`src/shared/rsm_pkg.sv`:
```
// Purpose: Shared constants, types and helpers of the rotate/shift/mask unit.
// Assumes: 32-bit data, 5-bit byte address on a classic Wishbone slave.
// Notes: Vectors are little-endian; big-endian bit i is vector bit 31-i.
package rsm_pkg;

    // ==========================================================
    // Widths and register offsets
    localparam int DW = 32;
    localparam int AW = 5;
    localparam int CW = 5;
    localparam logic [AW-1:0] OFF_SRC = 5'h00;
    localparam logic [AW-1:0] OFF_AMT = 5'h04;
    localparam logic [AW-1:0] OFF_DEST = 5'h08;
    localparam logic [AW-1:0] OFF_CTRL = 5'h0c;
    localparam logic [AW-1:0] OFF_COND = 5'h10;
    localparam logic [AW-1:0] OFF_EXC = 5'h14;
    localparam logic [AW-1:0] OFF_INSN = 5'h18;
    localparam logic [3:0] SEL_ALL = 4'hf;
    localparam logic [DW-1:0] ONES = 32'hffffffff;
    localparam logic [DW-1:0] ZERO = 32'h00000000;

    // ==========================================================
    // Field positions
    localparam int AMT_BIG = 5;     // Count of 32 or more
    localparam int EXC_SO = 31; // Summary overflow
    localparam int EXC_BORROW = 29; // Shift borrow
    localparam int COND_LESS = 3;
    localparam int COND_GREATER = 2;
    localparam int COND_EQUAL = 1;
    localparam int COND_SO = 0;
    localparam int INSN_PRI_LSB = 26;
    localparam int INSN_EXT_LSB = 1;
    localparam int INSN_RECORD = 0;
    localparam logic [5:0] PRI_SRA = 6'h1f;
    localparam logic [9:0] EXT_SRA = 10'h318;

    // ==========================================================
    // Operations and control word
    typedef enum logic [2:0] {
        OP_INSERT,
        OP_AND_IMM,
        OP_AND_REG,
        OP_SHL,
        OP_SRA
    } op_t;

    typedef struct packed {
        logic [11:0] rsvd;
        logic rot_right;
        logic record_flag;
        logic [CW-1:0] mask_end;
        logic [CW-1:0] mask_begin;
        logic [CW-1:0] rotate_amount;
        logic [2:0] op;
    } ctrl_t;

    // Circular left rotate
    function automatic logic [DW-1:0] rotl(input logic [DW-1:0] x, input logic [CW-1:0] n);
        logic [2*DW-1:0] d;
        d = {x, x} << n;
        return d[2*DW-1:DW];
    endfunction : rotl

    // Byte-lane write merge
    function automatic logic [DW-1:0] merge(input logic [DW-1:0] old,
        input logic [DW-1:0] nw, input logic [3:0] sel);
        logic [DW-1:0] r;
        r = old;
        for (int i = 0; i < 4; i++)
        begin
            if (sel[i])
            begin
                r[i*8 +: 8] = nw[i*8 +: 8];
            end
        end
        return r;
    endfunction : merge

endpackage : rsm_pkg

```
`src/core/rot_shift_mask.sv`:
```
// Purpose: Rotate, mask and shift datapath behind a Wishbone register file.
// Assumes: Classic Wishbone single cycles, word-aligned addresses.
// Notes: An operation runs one cycle after its control or opcode write.
`timescale 1ns/100ps
module rot_shift_mask
    import rsm_pkg::*;
(
    input wire logic clk,              // 100 MHz clock
    input wire logic resetn,           // Async reset, active low
    input wire logic wb_cyc_i,         // Bus cycle
    input wire logic wb_stb_i,         // Strobe
    input wire logic wb_we_i,          // Write enable
    input wire logic [AW-1:0] wb_adr_i, // Byte address
    input wire logic [3:0] wb_sel_i,   // Byte lanes
    input wire logic [DW-1:0] wb_dat_i, // Write data
    output logic [DW-1:0] wb_dat_o,    // Read data
    output logic wb_ack_o              // Acknowledge
);

    // ==========================================================
    // Reset release
    logic rst_meta_r;
    logic rst_n;

    // Two-stage release of reset
    always_ff @(posedge clk or negedge resetn)
    begin
        if (!resetn)
        begin
            rst_meta_r <= 1'b0;
            rst_n <= 1'b0;
        end
        else
        begin
            rst_meta_r <= 1'b1;
            rst_n <= rst_meta_r;
        end
    end

    // ==========================================================
    // Bus decode
    logic ack_r;
    logic [DW-1:0] rdat_r;
    logic req;
    logic wr;
    logic [DW-1:0] src_r;
    logic [DW-1:0] amt_r;
    logic [DW-1:0] dest_r;
    ctrl_t ctrl_r;
    logic [3:0] cond_r;
    logic so_r;
    logic borrow_r;
    logic go_r;
    logic insn_hit;

    // New request not yet answered
    assign req = wb_cyc_i && wb_stb_i && !ack_r;
    assign wr = req && wb_we_i;
    // Opcode register write that names the arithmetic shift
    assign insn_hit = wr && wb_adr_i == OFF_INSN && wb_sel_i == SEL_ALL
        && wb_dat_i[INSN_PRI_LSB +: 6] == PRI_SRA
        && wb_dat_i[INSN_EXT_LSB +: 10] == EXT_SRA;

    // Acknowledge one cycle after the request
    always_ff @(posedge clk or negedge rst_n)
    begin
        if (!rst_n)
        begin
            ack_r <= 1'b0;
        end
        else
        begin
            ack_r <= req;
        end
    end

    // Read data mux, unmapped reads as zero
    always_ff @(posedge clk or negedge rst_n)
    begin
        if (!rst_n)
        begin
            rdat_r <= ZERO;
        end
        else if (req && !wb_we_i)
        begin
            unique case (wb_adr_i)
                OFF_SRC: rdat_r <= src_r;
                OFF_AMT: rdat_r <= amt_r;
                OFF_DEST: rdat_r <= dest_r;
                OFF_CTRL: rdat_r <= ctrl_r;
                OFF_COND: rdat_r <= {28'h0000000, cond_r};
                OFF_EXC:
                begin
                    rdat_r <= ZERO;
                    rdat_r[EXC_SO] <= so_r;
                    rdat_r[EXC_BORROW] <= borrow_r;
                end
                default: rdat_r <= ZERO;
            endcase
        end
    end

    assign wb_ack_o = ack_r;
    assign wb_dat_o = rdat_r;

    // ==========================================================
    // Operand registers
    always_ff @(posedge clk or negedge rst_n)
    begin
        if (!rst_n)
        begin
            src_r <= ZERO;
            amt_r <= ZERO;
        end
        else if (wr)
        begin
            if (wb_adr_i == OFF_SRC)
            begin
                src_r <= merge(src_r, wb_dat_i, wb_sel_i);
            end
            if (wb_adr_i == OFF_AMT)
            begin
                amt_r <= merge(amt_r, wb_dat_i, wb_sel_i);
            end
        end
    end

    // Control word and launch pulse
    always_ff @(posedge clk or negedge rst_n)
    begin
        if (!rst_n)
        begin
            ctrl_r <= '0;
            go_r <= 1'b0;
        end
        else
        begin
            go_r <= 1'b0;
            if (wr && wb_adr_i == OFF_CTRL)
            begin
                ctrl_r <= merge(ctrl_r, wb_dat_i, wb_sel_i);
                go_r <= 1'b1;
            end
            else if (insn_hit)
            begin
                ctrl_r.op <= OP_SRA;
                ctrl_r.record_flag <= wb_dat_i[INSN_RECORD];
                go_r <= 1'b1;
            end
        end
    end

    // ==========================================================
    // Datapath
    logic [DW-1:0] mask;
    logic [DW-1:0] m_from;
    logic [DW-1:0] m_to;
    logic [CW-1:0] rot_n;
    logic [CW-1:0] rot_eff;
    logic [DW-1:0] rot;
    logic [CW-1:0] shift_n;
    logic big;
    logic sgn;
    logic [DW-1:0] lost;
    logic [DW-1:0] result;
    logic borrow_nxt;
    logic op_ok;

    assign shift_n = amt_r[CW-1:0];
    assign big = amt_r[AMT_BIG];
    assign sgn = src_r[DW-1];

    // Mask from big-endian begin and end positions
    always_comb
    begin
        m_from = ONES >> ctrl_r.mask_begin;
        m_to = ~((ONES >> ctrl_r.mask_end) >> 1);
        if (ctrl_r.mask_begin <= ctrl_r.mask_end)
        begin
            mask = m_from & m_to;
        end
        else
        begin
            mask = m_from | m_to;
        end
    end

    // Rotate count, right rotate as left by 32 minus n
    always_comb
    begin
        rot_n = ctrl_r.rotate_amount;
        if (op_t'(ctrl_r.op) == OP_AND_REG)
        begin
            rot_n = shift_n;
        end
        rot_eff = ctrl_r.rot_right ? CW'(~rot_n + 5'h01) : rot_n;
        rot = rotl(src_r, rot_eff);
    end

    // Result selection and borrow
    always_comb
    begin
        result = dest_r;
        op_ok = 1'b1;
        lost = big ? src_r : (src_r & ~(ONES << shift_n));
        borrow_nxt = sgn && (|lost);
        unique case (op_t'(ctrl_r.op))
            OP_INSERT: result = (rot & mask) | (dest_r & ~mask);
            OP_AND_IMM: result = rot & mask;
            OP_AND_REG: result = rot & mask;
            OP_SHL: result = big ? ZERO : (src_r << shift_n);
            OP_SRA: result = big ? {DW{sgn}}
                : DW'($signed(src_r) >>> shift_n);
            default: op_ok = 1'b0;
        endcase
    end

    // ==========================================================
    // Result and flag registers
    always_ff @(posedge clk or negedge rst_n)
    begin
        if (!rst_n)
        begin
            dest_r <= ZERO;
        end
        else if (go_r && op_ok)
        begin
            dest_r <= result;
        end
        else if (wr && wb_adr_i == OFF_DEST)
        begin
            dest_r <= merge(dest_r, wb_dat_i, wb_sel_i);
        end
    end

    // Exception register: borrow and summary overflow
    always_ff @(posedge clk or negedge rst_n)
    begin
        if (!rst_n)
        begin
            so_r <= 1'b0;
            borrow_r <= 1'b0;
        end
        else if (go_r && op_t'(ctrl_r.op) == OP_SRA)
        begin
            borrow_r <= borrow_nxt;
        end
        else if (wr && wb_adr_i == OFF_EXC && wb_sel_i[3])
        begin
            so_r <= wb_dat_i[EXC_SO];
            borrow_r <= wb_dat_i[EXC_BORROW];
        end
    end

    // Condition field from the written value
    always_ff @(posedge clk or negedge rst_n)
    begin
        if (!rst_n)
        begin
            cond_r <= 4'h0;
        end
        else if (go_r && op_ok && ctrl_r.record_flag)
        begin
            cond_r[COND_LESS] <= result[DW-1];
            cond_r[COND_GREATER] <= !result[DW-1] && (|result);
            cond_r[COND_EQUAL] <= result == ZERO;
            cond_r[COND_SO] <= so_r;
        end
    end

    // ==========================================================
    // Checks
    mask_ends_a: assert property (@(posedge clk) disable iff (!rst_n)
        mask[~ctrl_r.mask_begin] && mask[~ctrl_r.mask_end])
        else $error("mask end bits not set");
    insert_keep_a: assert property (@(posedge clk) disable iff (!rst_n)
        go_r && op_t'(ctrl_r.op) == OP_INSERT
        |=> ((dest_r ^ $past(dest_r)) & ~$past(mask)) == ZERO)
        else $error("insert changed unmasked bits");
    and_mask_a: assert property (@(posedge clk) disable iff (!rst_n)
        go_r && op_t'(ctrl_r.op) == OP_AND_IMM
        |=> (dest_r & ~$past(mask)) == ZERO)
        else $error("and result outside mask");
    reg_count_a: assert property (@(posedge clk) disable iff (!rst_n)
        go_r && op_t'(ctrl_r.op) == OP_AND_REG && !ctrl_r.rot_right
        |=> dest_r == (rotl($past(src_r), $past(shift_n)) & $past(mask)))
        else $error("register rotate count wrong");
    cond_flags_a: assert property (@(posedge clk) disable iff (!rst_n)
        go_r && op_ok && ctrl_r.record_flag
        |=> cond_r[COND_EQUAL] == (dest_r == ZERO) && cond_r[COND_LESS] == dest_r[DW-1])
        else $error("condition field mismatch");
    shl_value_a: assert property (@(posedge clk) disable iff (!rst_n)
        go_r && op_t'(ctrl_r.op) == OP_SHL && !big
        |=> dest_r == ($past(src_r) << $past(shift_n)))
        else $error("left shift value wrong");
    shl_zero_a: assert property (@(posedge clk) disable iff (!rst_n)
        go_r && op_t'(ctrl_r.op) == OP_SHL && big |=> dest_r == ZERO)
        else $error("big left shift not zero");
    sra_sign_a: assert property (@(posedge clk) disable iff (!rst_n)
        go_r && op_t'(ctrl_r.op) == OP_SRA && !big
        |=> dest_r[DW-1] == $past(sgn))
        else $error("right shift lost sign");
    sra_big_a: assert property (@(posedge clk) disable iff (!rst_n)
        go_r && op_t'(ctrl_r.op) == OP_SRA && big
        |=> dest_r == {DW{$past(sgn)}})
        else $error("big right shift not sign fill");
    borrow_pos_a: assert property (@(posedge clk) disable iff (!rst_n)
        go_r && op_t'(ctrl_r.op) == OP_SRA && !sgn |=> !borrow_r)
        else $error("borrow set for positive source");
    borrow_zero_a: assert property (@(posedge clk) disable iff (!rst_n)
        go_r && op_t'(ctrl_r.op) == OP_SRA && amt_r[AMT_BIG:0] == 6'h00 |=> !borrow_r)
        else $error("borrow set for zero count");
    insn_decode_a: assert property (@(posedge clk) disable iff (!rst_n)
        insn_hit |=> go_r && op_t'(ctrl_r.op) == OP_SRA
        && ctrl_r.record_flag == $past(wb_dat_i[INSN_RECORD]))
        else $error("shift opcode not decoded");

endmodule : rot_shift_mask

```
`config.mk`:
```
export PLATFORM = sky130hd
export DESIGN_NAME = rot_shift_mask
export DESIGN_NICKNAME = d
export VERILOG_FILES = /design/src/shared/rsm_pkg.sv /design/src/core/rot_shift_mask.sv
export SDC_FILE = /design/constraint.sdc
export NUM_CORES = 1
export LEC_CHECK = 0
export BUFFER_PORTS_ARGS = -buffer_cell sky130_fd_sc_hd__clkbuf_2
export CAP_MARGIN = 40
export CELL_PAD_IN_SITES_DETAIL_PLACEMENT = 1
export CELL_PAD_IN_SITES_GLOBAL_PLACEMENT = 2
export CORE_MARGIN = 8
export CORE_UTILIZATION = 40
export DETAILED_ROUTE_END_ITERATION = 6
export PLACE_DENSITY_LB_ADDON = 0.12
export RECOVER_POWER = 50
export SYNTH_ARGS = -nofsm -noshare
export SYNTH_HDL_FRONTEND = slang
export SYNTH_SLANG_ARGS = --single-unit
```
`constraint.sdc`:
```
create_clock -name clk -period 6 [get_ports clk]
set_input_delay 0.3 -clock clk [delete_from_list [all_inputs] [get_ports clk]]
set_output_delay 0.3 -clock clk [all_outputs]
set_load 0.02 [all_outputs]
```
== After elaboration in Yosys (flattened, before gate mapping) ==
Index checks and enable logic that the tools add are counted.

* Bitwise logic cells: 11
* Shift operators: 6
* Mux-type cells: 25
* Magnitude comparators: 1
* Equal/unequal tests: 15
* $add $sub $neg: 1
* Reductions and logical operators: 53

{| class="wikitable"
|+ Operators by type and width
! cell !! count
|-
| 2-to-1 mux 32 bit || 6
|-
| case mux 32 bit (6 select lines) || 1
|-
| AND 32 bit || 4
|-
| case mux 32 bit (4 select lines) || 1
|-
| inverter 32 bit || 2
|-
| OR 32 bit || 2
|-
| OR reduction 32 bit || 2
|-
| << shifter 64 x 5 -> 64 bit || 1
|-
| >> shifter 32 x 5 -> 32 bit (first input constant) || 2
|-
| zero test 32 bit || 1
|-
| 2-to-1 mux 8 bit || 4
|-
| inverter 31 -> 32 bit || 1
|-
| << shifter 32 x 5 -> 32 bit || 1
|-
| << shifter 32 x 5 -> 32 bit (first input constant) || 1
|-
| >>> shifter 32 x 5 -> 32 bit || 1
|-
| AND reduction 3 bit || 8
|-
| AND reduction 2 bit || 11
|-
| logical AND 1 bit || 17
|-
| == test 5 bit (second input constant) || 3
|-
| nonzero test 2 bit || 7
|-
| 2-to-1 mux 3 bit || 4
|-
| == test 10 bit (second input constant) || 1
|-
| == test 5 x 4 -> 1 bit (second input constant) || 2
|-
| 2-to-1 mux 5 bit || 2
|-
| other kinds (17) || 27
|}

* Output and inout port bits: 33
* Register bits after elaboration: 170
* Input bits: 46
* Word-level logic and storage cells: 141

== Depth between registers and ports, before layout ==
Gate-level depths: netlist of run 1.

* Depth after elaboration: 11
* Depth in mapped cells: 17

== Worst setup path after synthesis of run 1 ==
No wires, ideal clock.

* Path type: reg-to-reg
* Start point: reg ctrl_r[2] in the netlist's numbering
* End point: reg cond_r[2]
* Stages on the path, launching flop included: 16
* Required time: 5.871 ns
* Period minus slack after synthesis: 3.821 ns
* Library setup time: 0.129 ns
* Data arrival time: 3.692 ns
* Slack: 2.179 ns
* Path buffers: 4
* Cell sequence: dfrtp_1 -> buf_4 -> or3b_1 -> buf_4 -> mux2i_2 -> buf_6 -> buf_6 -> mux2i_1 -> mux2i_1 -> a22oi_1 -> a21oi_1 -> a2111oi_1 -> nand4_1 -> a2111oi_2 -> o2111ai_1 -> o41a_1

* Cells in the longest elaborated chain, start to end: 11
* Elaborated cells between the ends (all ways): 21
* Classes of those cells: add/sub (1); eq/ne (4); shift (1); mux (4); bitwise (3); reduce/logical (8)

{| class="wikitable"
|+ RTL lines
! what !! RTL line !! RTL
|-
| start, declared || rot_shift_mask.sv:49 || <nowiki>ctrl_t ctrl_r;</nowiki>
|-
| start signal, assigned || rot_shift_mask.sv:141 || <nowiki>ctrl_r <= merge(ctrl_r, wb_dat_i, wb_sel_i);</nowiki>
|-
| == test 3 x 2 -> 1 bit || rot_shift_mask.sv:192, rot_shift_mask.sv:207 ||
|-
| 2-to-1 mux 5 bit || rot_shift_mask.sv:192 || <nowiki>if (op_t'(ctrl_r.op) == OP_AND_REG)</nowiki>
|-
| inverter 5 bit || rot_shift_mask.sv:196 || <nowiki>rot_eff = ctrl_r.rot_right ? CW'(~rot_n + 5'h01) : rot_n;</nowiki>
|-
| adder 5 x 1 -> 5 bit || rot_shift_mask.sv:196 ||
|-
| 2-to-1 mux 5 bit || rot_shift_mask.sv:196 ||
|-
| << shifter 64 x 5 -> 64 bit || rsm_pkg.sv:60 || <nowiki>d = {x, x} << n;</nowiki>
|-
| AND 32 bit || rot_shift_mask.sv:208, rot_shift_mask.sv:209, rot_shift_mask.sv:210 ||
|-
| OR 32 bit || rot_shift_mask.sv:208 || <nowiki>OP_INSERT: result = (rot & mask) | (dest_r & ~mask);</nowiki>
|-
| case mux 32 bit (4 select lines) || rot_shift_mask.sv:207 || <nowiki>unique case (op_t'(ctrl_r.op))</nowiki>
|-
| OR reduction 32 bit / zero test 1 bit (equally long branches) || rot_shift_mask.sv:265 || <nowiki>cond_r[COND_GREATER] <= !result[DW-1] && (|result);</nowiki>
|-
| logical AND 1 bit || rot_shift_mask.sv:265 ||
|-
| end signal, assigned by index || rot_shift_mask.sv:264 || <nowiki>cond_r[COND_LESS] <= result[DW-1];</nowiki>
|-
| end signal, assigned by index || rot_shift_mask.sv:265 ||
|-
| end signal, assigned by index || rot_shift_mask.sv:267 || <nowiki>cond_r[COND_SO] <= so_r;</nowiki>
|-
| end, declared || rot_shift_mask.sv:50 || <nowiki>logic [3:0] cond_r;</nowiki>
|}

Parallel ways exist; a longest one is shown, timed or not.
A chain may end at the register's enable or synchronous reset.

== Final worst setup path of run 1 ==
* Start point: reg ctrl_r[0] in the netlist's numbering
* End point: reg cond_r[2]

Same word-level chain as after synthesis.

==> results of run 1 <==
==> sequential cells by signal, indices dropped and copies added (netlist names) <==
signal      flops
so_r            1
rst_n           1
go_r            1
ctrl_r         32
wb_ack_o        1
borrow_r        1
rst_meta_r      1
dest_r         32
wb_dat_o       32
cond_r          4
amt_r          32
src_r          32
==> kinds of logic after synthesis <==
group | Yosys count | share of synthesized area
other | 1 | 0.000220
AO/OA/AOI/OAI | 573 | 0.230
buffers and inverters | 214 | 0.0568
XOR/XNOR | 6 | 0.00353
multiplexers | 387 | 0.281
adder cells (fa/ha/maj) | 31 | 0.0189
flip-flops | 170 | 0.250
AND/OR/NAND/NOR | 593 | 0.159
==> synthesized netlist by cell type (15+ instances only) <==
cell type,n
sky130_fd_sc_hd__clkbuf_1,122
sky130_fd_sc_hd__nand3_1,41
sky130_fd_sc_hd__nand2_1,237
sky130_fd_sc_hd__nor2_1,153
sky130_fd_sc_hd__mux4_2,52
sky130_fd_sc_hd__mux2i_1,157
sky130_fd_sc_hd__mux2_2,162
sky130_fd_sc_hd__nor4_1,15
sky130_fd_sc_hd__buf_4,15
sky130_fd_sc_hd__maj3_1,26
sky130_fd_sc_hd__nor3_1,34
sky130_fd_sc_hd__a211oi_1,31
sky130_fd_sc_hd__a31oi_1,27
sky130_fd_sc_hd__o22ai_1,43
sky130_fd_sc_hd__o21ai_0,118
sky130_fd_sc_hd__buf_1,19
sky130_fd_sc_hd__inv_1,20
sky130_fd_sc_hd__dfrtp_1,170
sky130_fd_sc_hd__o211ai_1,16
sky130_fd_sc_hd__a222oi_1,27
sky130_fd_sc_hd__a22oi_1,37
sky130_fd_sc_hd__a21oi_1,115
sky130_fd_sc_hd__nand2b_1,17
sky130_fd_sc_hd__buf_2,23
==> routing by layer <==
metal  wire length, um  GRT usage  up-vias
met4              4990      0.169        0
met5                 0          0        -
met1             37800      0.484     9398
li1                  -          -     7561
met2             40800      0.556     1136
met3              9760     0.0918      259
==> final timing paths <==
kind | endpoint | slack, ns | startpoint | cells past startpoint
min in group asynchronous | rst_meta_r | 0.20 | resetn | 2
min | wb_ack_o | 0.12 | wb_stb_i | 3
min reg2reg | rst_n | 0.36 | rst_meta_r | 0
max in group asynchronous | ctrl_r[15] | 1.36 | rst_n | 1
max | cond_r[2] | 0.58 | ctrl_r[0] | 12
max reg2reg | cond_r[2] | 0.58 | ctrl_r[0] | 12
==> area by class of cell <==
cell class | instances | area (um2) | share of cell area
diodes | 2 | 5.00 | 0.000268
clock buffers | 21 | 460 | 0.0247
clock inverters | 11 | 131 | 0.00705
inverters | 25 | 93.8 | 0.00503
multi-input cells | 1591 | 11800 | 0.635
flip-flops and latches | 170 | 4260 | 0.229
well taps | 539 | 674 | 0.0362
repair buffers | 177 | 1180 | 0.0631
==> report_power, final <==
group | internal, mW | total (mW) | leakage, nW | switching (mW)
Clock | 0.642 | 1.13 | 0.287 | 0.490
Combinational | 0.416 | 1.25 | 5.14 | 0.830
Sequential | 1.21 | 1.36 | 2.26 | 0.155
Total | 2.27 | 3.74 | 7.69 | 1.48
==> stage by stage <==
stage          worst slack (ns)  hold slack [ns]  power [mW]   util  cell area, um2
2_1_floorplan             0.912          0.00441        2.02      -           17000
6_report                  0.585            0.117        3.74  0.443           18600
3_5_place_dp              0.742           0.0867        2.57  0.430           18100
4_1_cts                   0.714           0.0991        3.70  0.445           18700
5_1_grt                   0.490            0.158        3.83  0.443           18600
3_3_place_gp              0.864           0.0848        2.55  0.427           17900
==> worst max-delay path, stage by stage, from the launching register on <==
cell,delay [ns]
sky130_fd_sc_hd__dfrtp_1,0.53
sky130_fd_sc_hd__or3b_1,0.67
sky130_fd_sc_hd__mux2i_4,0.42
sky130_fd_sc_hd__buf_4,0.45
sky130_fd_sc_hd__mux2i_1,0.70
sky130_fd_sc_hd__mux2i_1,0.43
sky130_fd_sc_hd__a22oi_1,0.32
sky130_fd_sc_hd__a21oi_1,0.10
sky130_fd_sc_hd__o21ai_0,0.34
sky130_fd_sc_hd__o211ai_1,0.17
sky130_fd_sc_hd__nor4bb_1,0.54
sky130_fd_sc_hd__a41oi_1,0.26
sky130_fd_sc_hd__o41a_1,0.36
==> timing repair <==
action / CTS / global route
buffers inserted: 0 / 0
hold buffers: 1 / 0
hold endpoints to repair: 2 / 0
==> impl_summary.log, run 1 <==
INFO  metric syn_to_final_growth = 9.42%
INFO  metric remaining_drc_errors = 0
INFO  metric setup-tns-final = 0 ns
INFO  metric post_drt_wl_per_cell = 36.8 um
INFO  metric dieWidth = between 200 and 250 um
INFO  metric failed_checks = capacitance limit, slew limit
INFO  metric grt_usage = 0.366
INFO  metric post-synth-top-area-fraction = 0.250
INFO  metric net_count_after_synthesis = 2026
INFO  metric grt_pass1_vias = ~18000
INFO  metric post_synth_main_area_contributors = sky130_fd_sc_hd__dfrtp_1 (25%), sky130_fd_sc_hd__mux2_2 (11%), sky130_fd_sc_hd__mux2i_1 (9.2%)
INFO  metric cts_tree = yes
INFO  metric synth_top_flop_cell = sky130_fd_sc_hd__dfrtp_1
INFO  metric numPortBuffers = 78
INFO  metric final_common_cell = sky130_fd_sc_hd__nand2_1
INFO  metric effective_utilization_at_floorplan = 0.405
INFO  metric cp-end-kind = register
INFO  metric layout.filler_cells = between 4000 and 5000
INFO  metric grt_max_degree = 65
INFO  metric relSlewSlack = -0.931
INFO  metric hold_class = input pin to register
INFO  metric netlist_instances = approximately 2000
INFO  metric boundaryPins = a little under 80
INFO  metric critical_path.startpoint_type = register
INFO  metric core.rowCount = 75
INFO  metric root_buffer = sky130_fd_sc_hd__clkbuf_16
INFO  metric clock_tree.buffer_depth = 2
INFO  metric syn-mean-instance-area = between 8 and 9 um2
INFO  metric htree_num_levels = 4
INFO  metric type_of_the_setup_path_with_the_least_slack = register to register
INFO  metric tritoncts.num_buffers = 17
INFO  metric clock_pin_slew_of_the_registers_on_the_worst_case_setup_and_hold_paths = 0.07 ns
INFO  metric antenna_violations_before_repair = 3
INFO  metric setup_viol_count_final = 0
INFO  metric cellLeakagePower = a little under 8 nW
INFO  metric final_cells = between 2000 and 3000
INFO  metric dr.first_iter.drc_count = between 2000 and 3000
INFO  metric asyncSetResetFlopFracSynth = 1.00
INFO  metric final_hold_viol_count = 0
INFO  metric final_nets = about 2000
INFO  metric clock_insertion_delay_at_the_later_pin_of_the_skew_report = 0.44 ns
INFO  metric setup_skew_after_layout = 0.0112 ns
INFO  metric cts_resized = 0
INFO  metric cts.sinks = 170
INFO  metric finalCritPeriodShare = 0.903
INFO  metric cell_taking_the_most_area_after_synthesis = sky130_fd_sc_hd__dfrtp_1
INFO  metric half_perimeter_wire_length_after_detailed_placement = a little over 70 mm
INFO  metric die_area = 49500 um2
INFO  metric maxCapViolations = 5
INFO  metric crit_required = around 6.3 ns
INFO  metric post_synth_num_cell_types = 102
INFO  metric ys_ff_latch = 170
INFO  metric postRouteWirelength = about 93 mm
INFO  metric final_layout_size_suffix_gt1_frac = 0.215
INFO  metric first_pass_grt_wire_length = between 100 and 150 mm
INFO  metric worstMarginPinSlew = 2.90 ns
INFO  metric mappedNetlistArea = 17000 um2
INFO  metric yosys_warnings = 0
INFO  metric critical_path_arrival = between 5 and 6 ns
INFO  metric globalplace.congestion = 1.05
INFO  metric via_per_inst = just over 7
INFO  metric grt.overflow.total = 0
INFO  metric chipHeight = 222 um
INFO  metric dr_total_vias = 18400
INFO  metric dr.pass1.iters = 6
INFO  metric number_of_synthesized_flops_with_an_enable_pin = 0
INFO  metric synth.yosys.seq_area_share = 0.250
INFO  metric power.ir.vdd_worst = 295 uV
INFO  metric achievable-frequency = ~180 MHz
INFO  metric power_density = 201 nW/um2
INFO  metric detail-route-antenna-nets = 0
INFO  metric critical_path_peak_fanout = 24
INFO  metric core_area = 42000 um2
INFO  metric grt_setup_unrepaired = no
INFO  metric outcome = finished, violations left
INFO  metric post-place-cells = 2500
INFO  metric most-common-layout-cells = sky130_fd_sc_hd__nand2_1 (237), sky130_fd_sc_hd__dfrtp_1 (166), sky130_fd_sc_hd__mux2_2 (162)
INFO  metric final-max-slew-violation-count = 220
INFO  metric layout_min_cycle_time = about 5.4 ns
No activity file was read; power rests on OpenSTA's default activity.
==> run 2: changes to the inputs <==
--- a/config.mk
+++ b/config.mk
@@ -10,7 +10,7 @@
 export CELL_PAD_IN_SITES_DETAIL_PLACEMENT = 1
 export CELL_PAD_IN_SITES_GLOBAL_PLACEMENT = 2
 export CORE_MARGIN = 8
-export CORE_UTILIZATION = 40
+export CORE_UTILIZATION = 30
 export DETAILED_ROUTE_END_ITERATION = 6
 export PLACE_DENSITY_LB_ADDON = 0.12
 export RECOVER_POWER = 50
==> run 2 against run 1 <==
Compared with the run above:
- critical endpoint unchanged
- critical path type unchanged
- critical path depth down 1
- flip-flop and latch count unchanged
- final area up 1.6%
- highest routed layer is now met5
- global-route usage down 7.0 points
- clock power about the same
- cell count up 8.7%
- the run still ends with capacitance limit, slew limit left
==> impl_summary.log, run 2 (synthesis results as in run 1) <==
INFO  metric grt_usage = 0.295
INFO  metric final_core_utilization = 0.337
INFO  metric relSlewSlack = -1.73
INFO  metric dr.first_iter.drc_count = ~1700
INFO  metric tritoncts.num_buffers = 17
INFO  metric grt_setup_unrepaired = no
INFO  metric grtUsageMet3 = 0.0506
INFO  metric htree_num_levels = 4
INFO  metric grt.overflow.total = 0
INFO  metric cts_resized = 0
INFO  metric remaining_drc_errors = 0
INFO  metric final_common_cell = sky130_fd_sc_hd__nand2_1
INFO  metric cts.sinks = 170
INFO  metric most-common-layout-cells = sky130_fd_sc_hd__nand2_1 (237), sky130_fd_sc_hd__dfrtp_1 (166), sky130_fd_sc_hd__mux2_2 (162)
INFO  metric cp-end-kind = register
INFO  metric finalCritPeriodShare = 0.918
INFO  metric die_area = approximately 65000 um2
INFO  metric crit_required = between 6 and 7 ns
INFO  metric postRouteWirelength = 97.3 mm
INFO  metric syn_to_final_growth = 11.2%
INFO  metric power.ir.vdd_worst = 228 uV
INFO  metric detail-route-antenna-nets = 0
INFO  metric root_buffer = sky130_fd_sc_hd__clkbuf_16
INFO  metric antenna_violations_before_repair = 2
INFO  metric post_drt_wl_per_cell = 35.3 um
INFO  metric core_area = 56300 um2
INFO  metric grt_most_used_layer = met2
INFO  metric outcome = finished, violations left
INFO  metric setup-tns-final = 0 ns
INFO  metric failed_checks = capacitance limit, slew limit
INFO  metric dr.pass1.iters = 6
INFO  metric clock_insertion_delay_at_the_later_pin_of_the_skew_report = approximately 0.45 ns
INFO  metric critical_path.startpoint_type = register
INFO  metric final-max-slew-violation-count = 156
INFO  metric numPortBuffers = just under 80
INFO  metric critical_path_arrival = 5.84 ns
INFO  metric final_nets = about 2000
INFO  metric hold_class = input pin to register
INFO  metric boundaryPins = 79
INFO  metric critical_path_peak_fanout = 15
INFO  metric final_layout_size_suffix_gt1_frac = 0.220
INFO  metric achievable-frequency = between 150 and 200 MHz
INFO  metric layout_min_cycle_time = ~5.5 ns
INFO  metric grt_pass1_vias = 18100
INFO  metric dr_total_vias = approximately 18000
INFO  metric effective_utilization_at_floorplan = 0.303
INFO  metric post-place-cells = roughly 2700
INFO  metric half_perimeter_wire_length_after_detailed_placement = between 70 and 80 mm
INFO  metric core.rowCount = just under 90
INFO  metric setup_skew_after_layout = around 0.014 ns
INFO  metric first_pass_grt_wire_length = 139 mm
INFO  metric type_of_the_setup_path_with_the_least_slack = register to register
INFO  metric grt.met1_usage = 0.399
INFO  metric grt_max_degree = ~160
INFO  metric clock_tree.buffer_depth = 2
INFO  metric globalplace.congestion = 1.04
INFO  metric maxCapViolations = 1
INFO  metric power_density = approximately 200 nW/um2
INFO  metric via_per_inst = roughly 6.4
INFO  metric clock_pin_slew_of_the_registers_on_the_worst_case_setup_and_hold_paths = ~0.080 ns
INFO  metric chipHeight = 254 um
INFO  metric final_hold_viol_count = 0
INFO  metric cts_setup_buffers = 0
INFO  metric cts-hold-fix-buffers = 1
INFO  metric worstMarginPinSlew = 4.10 ns
INFO  metric dieWidth = 254 um
INFO  metric use_met2 = 0.455
INFO  metric cellLeakagePower = 7.70 nW
INFO  metric cts_tree = yes
INFO  metric final_cells = approximately 2800
INFO  metric setup_viol_count_final = 0
-- run 2: cell types whose count changed in the layout (fill, tap and decap cells not counted), moves of 2 or more --
| cell | before | now |
|---|---|---|
| sky130_fd_sc_hd__clkbuf_1 | 41 | 34 |
| sky130_fd_sc_hd__clkinv_8 | 0 | 5 |
| sky130_fd_sc_hd__buf_2 | 0 | 4 |
| sky130_fd_sc_hd__diode_2 | 2 | 6 |
| sky130_fd_sc_hd__clkinv_4 | 0 | 3 |
| sky130_fd_sc_hd__bufinv_16 | 2 | 0 |
| sky130_fd_sc_hd__clkinv_2 | 2 | 0 |
| sky130_fd_sc_hd__clkinvlp_4 | 2 | 0 |
| sky130_fd_sc_hd__inv_6 | 4 | 2 |
| sky130_fd_sc_hd__inv_8 | 1 | 3 |
-- run 2: area by class of cell --
class | count | area, um2
clock buffers | 19 | 453
repair buffers | 176 | 1160
inverters | 25 | 93.8
clock inverters | 13 | 159
fillers | 6621 | 37300
flip-flops and latches | 170 | 4260
well taps | 756 | 946
multi-input cells | 1591 | 11900
diodes | 6 | 15.0
-- run 2: where the power goes --
group	internal (mW)	total, mW	leakage, nW	switching [mW]
Combinational	0.413	1.25	5.14	0.835
Clock	0.583	1.15	0.298	0.567
Sequential	1.21	1.35	2.26	0.147
-- run 2: critical path: stages (launching register included) --
cell and delay [ns]:
sky130_fd_sc_hd__dfrtp_1 0.53, sky130_fd_sc_hd__or3b_1 0.65, sky130_fd_sc_hd__mux2i_4 0.71, sky130_fd_sc_hd__mux2i_1 0.70, sky130_fd_sc_hd__mux2i_1 0.33, sky130_fd_sc_hd__a22oi_1 0.36
sky130_fd_sc_hd__a211oi_1 0.20, sky130_fd_sc_hd__nor4_1 0.62, sky130_fd_sc_hd__nand4_1 0.24, sky130_fd_sc_hd__a2111oi_2 0.38, sky130_fd_sc_hd__o2111ai_1 0.20, sky130_fd_sc_hd__o41a_1 0.45
-- run 2: worst paths after layout --
kind                             end  slack, ns      start  cells after the start
setup / recovery           cond_r[2]       0.49  ctrl_r[0]                     11
hold / removal              wb_ack_o       0.11   wb_stb_i                      3
setup reg to reg           cond_r[2]       0.49  ctrl_r[0]                     11
hold reg to reg             src_r[4]       0.23      rst_n                      0
max in group asynchronous  amt_r[14]       1.40      rst_n                      1
min in group asynchronous      rst_n       0.17     resetn                      2
-- run 2: through the flow --
step	setup slack [ns]	hold WS (ns)	cell area (um2)	total power, mW
global placement	0.677	0.0850	18200	2.58
CTS	0.666	0.0846	19000	3.75
detailed placement	0.710	0.0888	18400	2.59
floorplan	0.912	0.00441	17000	2.02
global route	0.413	0.123	18900	3.86
finish	0.492	0.107	18900	3.75
-- run 2: layer usage --
layer / up-vias / wire (um)
li1: 7571 / -
met1: 9160 / 42100
met2: 815 / 43500
met3: 169 / 7190
met4: 2 / 4450
met5: - / 13
